[src/afs_consts.vh]
// Register offsets, field positions, reset values and the default threshold level
`ifndef AFS_CONSTS_VH
`define AFS_CONSTS_VH
`define AFS_ADDR_MODE_CTRL 8'h02
`define AFS_ADDR_LIMITER 8'h04
`define AFS_ADDR_POWER_DOWN 8'h05
`define AFS_ADDR_FAULT_FLAGS 8'h06
`define AFS_ADDR_FAULT_CLEAR 8'h07
`define AFS_ADDR_SOFT_RESET 8'h08
`define AFS_BIT_OC_AUTOREC 3
`define AFS_BIT_OT_AUTOREC 2
`define AFS_BIT_MODE_SELECT 4
`define AFS_BIT_RIGHT_PD 1
`define AFS_BIT_LEFT_PD 0
`define AFS_BIT_RIGHT_OC 3
`define AFS_BIT_LEFT_OC 2
`define AFS_BIT_OT_WARN 1
`define AFS_BIT_OT_ERR 0
`define AFS_RST_MODE_CTRL 8'h0c
`define AFS_RST_LIMITER 8'h4b
`define AFS_RST_POWER_DOWN 8'h03
`define AFS_RST_FAULT_FLAGS 4'h0
`define AFS_LEVEL_DEFAULT 4'hb
`endif

[src/afs_threshold_decode.v]
// Threshold level decoder: percent of supply or fixed power in centiwatts
`timescale 1ns/1ps
`include "afs_consts.vh"
module afs_threshold_decode (
  input wire [3:0] limiter_threshold_level,
  input wire threshold_mode_select,
  output reg [7:0] supply_percent,
  output reg [7:0] power_8ohm_cw,
  output reg [7:0] power_4ohm_cw,
  output wire fixed_power_mode
);
  assign fixed_power_mode = threshold_mode_select;
  always @* begin
    supply_percent = 8'h00;
    power_8ohm_cw = 8'h00;
    power_4ohm_cw = 8'h00;
    if (!threshold_mode_select) begin
      case (limiter_threshold_level)
        4'h0: supply_percent = 8'd64;
        4'h1: supply_percent = 8'd66;
        4'h2: supply_percent = 8'd67;
        4'h3: supply_percent = 8'd69;
        4'h4: supply_percent = 8'd70;
        4'h5: supply_percent = 8'd72;
        4'h6: supply_percent = 8'd74;
        4'h7: supply_percent = 8'd76;
        4'h8: supply_percent = 8'd78;
        4'h9: supply_percent = 8'd80;
        4'ha: supply_percent = 8'd83;
        4'hb: supply_percent = 8'd85;
        4'hc: supply_percent = 8'd88;
        4'hd: supply_percent = 8'd90;
        4'he: supply_percent = 8'd93;
        default: supply_percent = 8'd96;
      endcase
    end else begin
      case (limiter_threshold_level)
        4'h0: begin power_8ohm_cw = 8'd42; power_4ohm_cw = 8'd84; end
        4'h1: begin power_8ohm_cw = 8'd46; power_4ohm_cw = 8'd92; end
        4'h2: begin power_8ohm_cw = 8'd50; power_4ohm_cw = 8'd100; end
        4'h3: begin power_8ohm_cw = 8'd54; power_4ohm_cw = 8'd109; end
        4'h4: begin power_8ohm_cw = 8'd59; power_4ohm_cw = 8'd117; end
        4'h5: begin power_8ohm_cw = 8'd63; power_4ohm_cw = 8'd127; end
        4'h6: begin power_8ohm_cw = 8'd68; power_4ohm_cw = 8'd136; end
        4'h7: begin power_8ohm_cw = 8'd73; power_4ohm_cw = 8'd146; end
        4'h8: begin power_8ohm_cw = 8'd78; power_4ohm_cw = 8'd156; end
        4'h9: begin power_8ohm_cw = 8'd83; power_4ohm_cw = 8'd167; end
        4'ha: begin power_8ohm_cw = 8'd89; power_4ohm_cw = 8'd178; end
        4'hb: begin power_8ohm_cw = 8'd95; power_4ohm_cw = 8'd189; end
        4'hc: begin power_8ohm_cw = 8'd100; power_4ohm_cw = 8'd201; end
        4'hd: begin power_8ohm_cw = 8'd106; power_4ohm_cw = 8'd213; end
        4'he: begin power_8ohm_cw = 8'd113; power_4ohm_cw = 8'd225; end
        default: begin power_8ohm_cw = 8'd119; power_4ohm_cw = 8'd238; end
      endcase
    end
  end
endmodule

[src/afs_sync2.v]
// Two flip-flop synchroniser for a vector of fault detector levels
`timescale 1ns/1ps
module afs_sync2 (
  input wire clk,
  input wire nrst,
  input wire [3:0] async_in,
  output reg [3:0] sync_out
);
  reg [3:0] stage1;
  always @(posedge clk or negedge nrst) begin
    if (!nrst) begin
      stage1 <= 4'h0;
      sync_out <= 4'h0;
    end else begin
      stage1 <= async_in;
      sync_out <= stage1;
    end
  end
endmodule

[src/afs_fault_regs.v]
// Amplifier shutdown, fault flag, fault clear and soft reset register bank
// Functional notes
// - Threshold code decodes to percent or watts
// - Bit 1 at 0x05 powers down right
// - Bit 0 powers down left, reset one
// - Error bit 3: right overcurrent flag
// - Error bit 2: left overcurrent flag
// - Error bit 1: overheat warning flag
// - Error bit 0: overheat error flag
// - Error register read-only, upper bits zero
// - Write to 0x07 clears latched faults
// - Write to 0x08 restores control defaults
// - Mode bit: 0 supply tracking, 1 fixed
// - Threshold level resets to 1011
// - Autorecover enables at 0x02 bits 3,2
`timescale 1ns/1ps
`include "afs_consts.vh"
module afs_fault_regs (
  input wire clk,
  input wire nrst,
  input wire [7:0] reg_addr,
  input wire [7:0] reg_wdata,
  input wire reg_wr,
  input wire reg_rd,
  output reg [7:0] reg_rdata,
  input wire [3:0] fault_detect,
  output reg right_power_down,
  output reg left_power_down,
  output wire overcurrent_autorecover_en,
  output wire overheat_autorecover_en,
  output wire [3:0] limiter_threshold_level,
  output wire threshold_mode_select,
  output wire [7:0] supply_percent,
  output wire [7:0] power_8ohm_cw,
  output wire [7:0] power_4ohm_cw,
  output wire [3:0] fault_active
);
  reg [7:0] mode_ctrl;
  reg [7:0] limiter_ctrl;
  reg [3:0] fault_flags;
  wire [3:0] fault_sync;
  wire wr_mode;
  wire wr_limiter;
  wire wr_power;
  wire fault_clear_hit;
  wire soft_reset_hit;
  wire [3:0] rec_en;
  wire [3:0] next_fault_flags;

  function hit;
    input [7:0] addr;
    input [7:0] target;
    begin
      hit = (addr == target);
    end
  endfunction

  afs_sync2 u_sync (
    .clk(clk),
    .nrst(nrst),
    .async_in(fault_detect),
    .sync_out(fault_sync)
  );

  afs_threshold_decode u_dec (
    .limiter_threshold_level(limiter_threshold_level),
    .threshold_mode_select(threshold_mode_select),
    .supply_percent(supply_percent),
    .power_8ohm_cw(power_8ohm_cw),
    .power_4ohm_cw(power_4ohm_cw),
    .fixed_power_mode()
  );

  assign wr_mode = reg_wr && hit(reg_addr, `AFS_ADDR_MODE_CTRL);
  assign wr_limiter = reg_wr && hit(reg_addr, `AFS_ADDR_LIMITER);
  assign wr_power = reg_wr && hit(reg_addr, `AFS_ADDR_POWER_DOWN);
  assign fault_clear_hit = reg_wr && hit(reg_addr, `AFS_ADDR_FAULT_CLEAR);
  assign soft_reset_hit = reg_wr && hit(reg_addr, `AFS_ADDR_SOFT_RESET);

  assign overcurrent_autorecover_en = mode_ctrl[`AFS_BIT_OC_AUTOREC];
  assign overheat_autorecover_en = mode_ctrl[`AFS_BIT_OT_AUTOREC];
  assign limiter_threshold_level = limiter_ctrl[3:0];
  assign threshold_mode_select = limiter_ctrl[`AFS_BIT_MODE_SELECT];

  // Flags are latched only while the matching autorecover bit is set
  assign rec_en[`AFS_BIT_RIGHT_OC] = overcurrent_autorecover_en;
  assign rec_en[`AFS_BIT_LEFT_OC] = overcurrent_autorecover_en;
  assign rec_en[`AFS_BIT_OT_WARN] = overheat_autorecover_en;
  assign rec_en[`AFS_BIT_OT_ERR] = overheat_autorecover_en;

  // Sticky flags: a new detection wins over a clear in the same cycle
  genvar i;
  generate
    for (i = 0; i < 4; i = i + 1) begin : g_flag
      assign next_fault_flags[i] = (fault_sync[i] && rec_en[i]) ||
        (fault_flags[i] && !fault_clear_hit && !soft_reset_hit);
    end
  endgenerate

  assign fault_active = fault_flags;

  always @(posedge clk or negedge nrst) begin
    if (!nrst) begin
      mode_ctrl <= `AFS_RST_MODE_CTRL;
      limiter_ctrl <= `AFS_RST_LIMITER;
      right_power_down <= 1'b1;
      left_power_down <= 1'b1;
      fault_flags <= `AFS_RST_FAULT_FLAGS;
    end else begin
      fault_flags <= next_fault_flags;
      if (soft_reset_hit) begin
        mode_ctrl <= `AFS_RST_MODE_CTRL;
        limiter_ctrl <= `AFS_RST_LIMITER;
        right_power_down <= 1'b1;
        left_power_down <= 1'b1;
      end else begin
        if (wr_mode) begin
          mode_ctrl <= reg_wdata & 8'h3f;
        end
        if (wr_limiter) begin
          limiter_ctrl <= reg_wdata;
        end
        if (wr_power) begin
          right_power_down <= reg_wdata[`AFS_BIT_RIGHT_PD];
          left_power_down <= reg_wdata[`AFS_BIT_LEFT_PD];
        end
      end
    end
  end

  // Registered read data; unmapped and write-only offsets read zero
  always @(posedge clk or negedge nrst) begin
    if (!nrst) begin
      reg_rdata <= 8'h00;
    end else if (reg_rd) begin
      if (hit(reg_addr, `AFS_ADDR_MODE_CTRL)) begin
        reg_rdata <= mode_ctrl;
      end else if (hit(reg_addr, `AFS_ADDR_LIMITER)) begin
        reg_rdata <= limiter_ctrl;
      end else if (hit(reg_addr, `AFS_ADDR_POWER_DOWN)) begin
        reg_rdata <= {6'h00, right_power_down, left_power_down};
      end else if (hit(reg_addr, `AFS_ADDR_FAULT_FLAGS)) begin
        reg_rdata <= {4'h0, fault_flags};
      end else begin
        reg_rdata <= 8'h00;
      end
    end
  end
endmodule

[config.mk]
export PLATFORM = sky130hd
export DESIGN_NAME = afs_fault_regs
export DESIGN_NICKNAME = d
export VERILOG_FILES = /design/src/afs_threshold_decode.v /design/src/afs_sync2.v /design/src/afs_fault_regs.v
export VERILOG_INCLUDE_DIRS = /design/src
export SDC_FILE = /design/constraint.sdc
export NUM_CORES = 1
export LEC_CHECK = 0
export BUFFER_PORTS_ARGS = -buffer_cell sky130_fd_sc_hd__buf_2
export CORE_ASPECT_RATIO = 2
export CORE_UTILIZATION = 54
export CTS_BUF_LIST = sky130_fd_sc_hd__clkbuf_16
export DETAILED_ROUTE_END_ITERATION = 6
export PLACE_DENSITY = 0.87
export RECOVER_POWER = 25
export SYNTH_ARGS = -nofsm -noshare
export SYNTH_HDL_FRONTEND = slang
export SYNTH_SLANG_ARGS = --single-unit
[constraint.sdc]
create_clock -name clk -period 4.7 [get_ports clk]
set_input_delay 0.235 -clock clk [delete_from_list [all_inputs] [get_ports clk]]
set_output_delay 0.235 -clock clk [all_outputs]
set_load 0.01 [all_outputs]
# Yosys cells after proc, flatten, opt, wreduce, memory -nomap -nowiden
# Memory sizes are Yosys's and may differ from the RTL's.
# Index checks and enable logic that the tools add are counted.
[totals]
memories = 2
register_bits = 38
in_bits = 24
word_cells = 57
rom_bits = 336
[mem_list]
columns = ["name", "words", "word_bits", "read_ports", "rd_clocked_by_memory_dff", "wr", "line_no", "rtl"]
rows = [
  ["(no name shown)", 16, 15, 1, 0, 0, "afs_threshold_decode.v:37", "case (limiter_threshold_level)"],
  ["(no name shown)", 16, 6, 1, 0, 0, "afs_threshold_decode.v:18", "case (limiter_threshold_level)"],
]
[op_classes]
n_eq_ne = 6
reduce_logical = 26
n_mux = 15
[op_table]
columns = ["op", "n"]
rows = [
  ["$mux 8", 9],
  ["$eq 8x3->1 const B", 4],
  ["$logic_and 1x1->1", 17],
  ["$eq 8x2->1 const B", 1],
  ["$eq 8x4->1 const B", 1],
  ["$mux 4", 2],
  ["$reduce_bool 2->1", 3],
  ["$logic_or 1x1->1", 4],
  ["$mux 1", 4],
  ["$logic_not 1->1", 2],
]

# Logic depth before layout (Yosys ltp)
[depth]
word_depth = 6
ltp_mapped = 7
ltp_nobuf = 6

# Modules after synthesis
# From an unflattened synthesis, not the netlist that was laid out.
[unflattened]
cells_unflattened = 227
area_unflattened_um2 = 2288.4
[by_module_without_submodules]
columns = ["mod", "seq_area_each_um2", "area_per_inst_um2", "cells_per_inst", "instances"]
rows = [
  ["afs_fault_regs", 710.7, 1529.0, 135, 1],
  ["afs_threshold_decode", 0.0, 559.3, 84, 1],
  ["afs_sync2", 200.2, 200.2, 8, 1],
]

# Least setup slack after synthesis
# OpenSTA, ideal clock, no wires.
[synth_timing]
kind = "reg2out"
start = "register limiter_ctrl[1]"
end = "output power_8ohm_cw[2]"
stages_incl_launch_ff = 7
setup_slack_ns = 2.617
n_path_buf = 1
t_arrival_ns = 1.848
required_time_ns = 4.465
path_cell_list = "dfstp_2 -> inv_1 -> ha_1 -> nand2_1 -> o211a_1 -> a211oi_1 -> buf_4"
[synth_via]
elab_chain_cells = 2
[synth_lines]
columns = ["item", "line_no", "rtl"]
rows = [
  ["from (decl)", "afs_fault_regs.v:39", "reg [7:0] limiter_ctrl;"],
  ["from (signal assigned)", "afs_fault_regs.v:105", "limiter_ctrl <= `AFS_RST_LIMITER;"],
  ["from (signal assigned)", "afs_fault_regs.v:113", "limiter_ctrl <= `AFS_RST_LIMITER;"],
  ["from (signal assigned)", "afs_fault_regs.v:121", "limiter_ctrl <= reg_wdata;"],
  ["$mem_v2 16x15", "--", ""],
  ["$mux 8", "afs_threshold_decode.v:17", "if (!threshold_mode_select) begin"],
  ["to (decl)", "afs_fault_regs.v:34", "output wire [7:0] power_8ohm_cw,"],
]
# Every way passes these cells.

# Worst setup path in the final report
[layout_timing]
start = "register limiter_ctrl[2]"
end = "output power_4ohm_cw[5]"
[layout_via]
elab_chain_cells = 2
[layout_lines]
columns = ["item", "line_no", "rtl"]
rows = [
  ["$mem_v2 16x15", "--", ""],
  ["$mux 8", "afs_threshold_decode.v:17", ""],
  ["to (decl)", "afs_fault_regs.v:35", "output wire [7:0] power_4ohm_cw,"],
]
# Every way passes these cells.

==> results.cfg <==
[cells_and_area]
mostFrequentLayoutCell = buf_2
antenna_cells = 0
nets = 304
final_cell_mix = 65 x buf_2, 28 x dfrtp_1, 23 x nand2_1, 17 x nor2_1, 16 x a21oi_1
layout-drive-gt1-share = 0.321
layout.cells.non_filler = 320
syn_to_final_growth_pct = 21.0
fillers = 308

[synth]
synth_area_mm2 = 0.00205
synth-compound-area-share = 0.203
yosysTopAreaCellShare = 0.342
ys_seq_elements = 36
ys_seq_area_frac = 0.445
yosys_warnings = 0
synth_area_leaders = dfrtp_1 34%, dfstp_2 10%, ha_1 6.1%
synth-xor-area-share = 0
synth_edf_count = 0
synth_largest_area_cell = dfrtp_1
synth_top_family_by_area = compound AO/OA/AOI/OAI gates
synthArstFlopShare = 1.00
syn_inst = 218
synth-simple-area-share = 0.182
syn_area_per_cell_um2 = 9.39
synth_fa_ha_area_frac = 0.0611
ys.flop_type = dfrtp_1
synthDistinctLibCells = 42
synth.area.mux_share = 0.0159

[critical_path]
path_cells = clkinv_1 -> ha_1 -> a211oi_1 -> buf_2
cp-startpoint = limiter_ctrl[2]
worst_r2r_endpoint = limiter_ctrl[2]
reg2regPathDepth = 2
crit_required_ns = 4.47
rrSetupSlack_ns = 3.18
end_kind = output pin
critPathKind = flip-flop to output pin
slowest_stage = dfrtp_1
crit_end = power_4ohm_cw[5]
r2r-start = limiter_ctrl[2]
cp.arrival_ns = 2.27
start_kind = flip-flop
path_max_fanout = 25
slowest_delay_ns = 0.77

[detailed_routing]
antenna_left = 0
drt-wirelength-per-cell_um = 14.7
drtIter0Drc = 48
drt-vias-per-instance = 5.65
drtPass1Iterations = 4
remaining_drc_errors = 0
vias = 1808
totalWireLength_um = 4710

[grt]
antenna_found_initial = 0
grt_use_total = 0.256
grt_util_met2 = 0.462
first_global_vias = 1702
grt_util_met1 = 0.249
met3_usage = 0.0404
grt_max_degree = 37
grt-ovfl-total = 0
grt_pass1_wl_um = 7420
grt_busiest_layer = met2

[sta]
slew_headroom = -0.196
tns_ns = 0
period_minus_slack_ns = 2.51
skew_ns = 0.00715
tightest_slew_ns = 1.79
hold_viol = 0
fmax_mhz = 399
fin_crit_sh = 0.534
slew_viol_final = 37
finalSetupViolations = 0
rsz0062_at_grt = no
whs_ns = 0.0658

[pwr]
vdd_ir_drop_max_uv = 305
power_switching_w = 0.000231
pwr-share-seq = 0.418
switching_share = 0.259
power_frac_comb = 0.177
p_per_area_mw_per_mm2 = 359
p_leak_nw = 1.23
p_clk_frac = 0.405
power.internal_w = 0.000659

[floorplan]
io_pins = 69
initial_core_util = 0.567
num_rows = 31
core_mm2 = 0.00361
dieHeight_um = 89.1
die_w_um = 45.5
dieArea_mm2 = 0.00406

[clock_tree]
numCtsBuffers = 5
cts_tree = done
ctsHoldBuffers = 0
cts_setup_buffers = 0
cts_resized = 0
clk_pin_slew_worst_paths_ns = 0.05
cts_root_buffer = clkbuf_16
htreeDepth = 2
clkSinkCount = 36
clk_latency_ns = 0.28
cts_buffer_depth = 2

[min_path]
hold_path_class = primary input to flip-flop

[place]
gp_congestion = 0.858
portBuffers = 66
hpwl_um = 3610
placedCellCount = 312

[run_status]
status = complete, but fails checks
violations = capacitance limit, slew limit

[job]
max_cap_violations = 1
## per-stage QoR
step / power (W) / instance area [µm²] / setup WS [ns] / utilization
3_3_place_gp: 0.000530 / 2310 / 2.56 / 0.642
5_1_grt: 0.000930 / 2480 / 1.99 / 0.686
6_report: 0.000890 / 2480 / 2.19 / 0.686
4_1_cts: 0.000895 / 2480 / 2.19 / 0.687
2_1_floorplan: 0.000472 / 2050 / 2.62 / -
3_5_place_dp: 0.000534 / 2310 / 2.50 / 0.642
## registers in the layout, indices dropped and copies added, names as in the netlist
name,cells
limiter_ctrl,8
reg_rdata,8
mode_ctrl,6
fault_active,4
u_sync.stage1,4
u_sync.sync_out,4
left_power_down,1
right_power_down,1
## Yosys cell counts (2+ instances only)
master    instances
nand3_1           3
a22oi_1           4
dfstp_2           8
o221ai_1          2
a22o_1            8
nor3b_1           2
a211oi_1          6
o32ai_1           2
a21oi_1          16
o22a_2            2
nor2b_1           5
and3_1            2
o211ai_1          4
or4_4             2
mux2_2            2
nand2_1          23
inv_1            14
clkbuf_1         10
o21ai_0           3
nand4_1           2
dfrtp_1          28
nand3b_1          3
nor2_1           17
nor4b_1           2
nor3_1            4
ha_1             10
o22ai_1           6
o22a_1            3
buf_4            12
## layer usage
| metal | routed length [µm] | vias up |
|---|---|---|
| met3 | 217 | 17 |
| met1 | 1670 | 854 |
| met5 | 0 | - |
| li1 | - | 867 |
| met2 | 2640 | 70 |
| met4 | 183 | 0 |
## power groups by stage
| stage | logic (W) | registers [W] | clock network, W |
|---|---|---|---|
| after CTS | 0.000159 | 0.000372 | 0.000365 |
| after global placement | 0.000155 | 0.000375 | 0 |
| after global routing | 0.000175 | 0.000376 | 0.000379 |
| after floorplan | 0.000101 | 0.000371 | 0 |
| final | 0.000157 | 0.000372 | 0.000360 |
| after detailed placement | 0.000158 | 0.000376 | 0 |
## worst max-delay path, delay by kind of cell (launching register included)
family	cells	cell delay, ns
buffers and inverters	2	0.58
DFF	1	0.77
adders and majority gates	1	0.37
AOI/OAI and AO/OA	1	0.27
## how the worst min path moves through the flow
stage / from / to / slack [ns] / cells past startpoint
after floorplan: nrst / fault_active[0] / -0.06 / 0
after global placement: u_sync.stage1[3] / u_sync.sync_out[3] / 0.33 / 0
after detailed placement: nrst / reg_rdata[5] / 0.34 / 1
after CTS: nrst / reg_rdata[5] / 0.05 / 1
after global routing: fault_detect[2] / u_sync.stage1[2] / 0.06 / 1
final: fault_detect[0] / u_sync.stage1[0] / 0.07 / 1
## cell families after synthesis
| logic type | after synthesis |
|---|---|
| simple gates | 71 |
| compound gates | 59 |
| buf+inv | 38 |
| flops | 36 |
| fa+ha+maj | 10 |
| mux | 3 |
| other cells | 1 |
## final cells by class
class | instances | area [µm²] | area share
sequential | 36 | 911 | 0.368
tap | 49 | 61.3 | 0.0248
timing repair buffer | 66 | 329 | 0.133
multi-input combinational | 145 | 952 | 0.385
inverter | 16 | 60.1 | 0.0243
clock inverter | 3 | 37.5 | 0.0152
clock buffer | 5 | 125 | 0.0505
(Power assumes the default switching activity.)
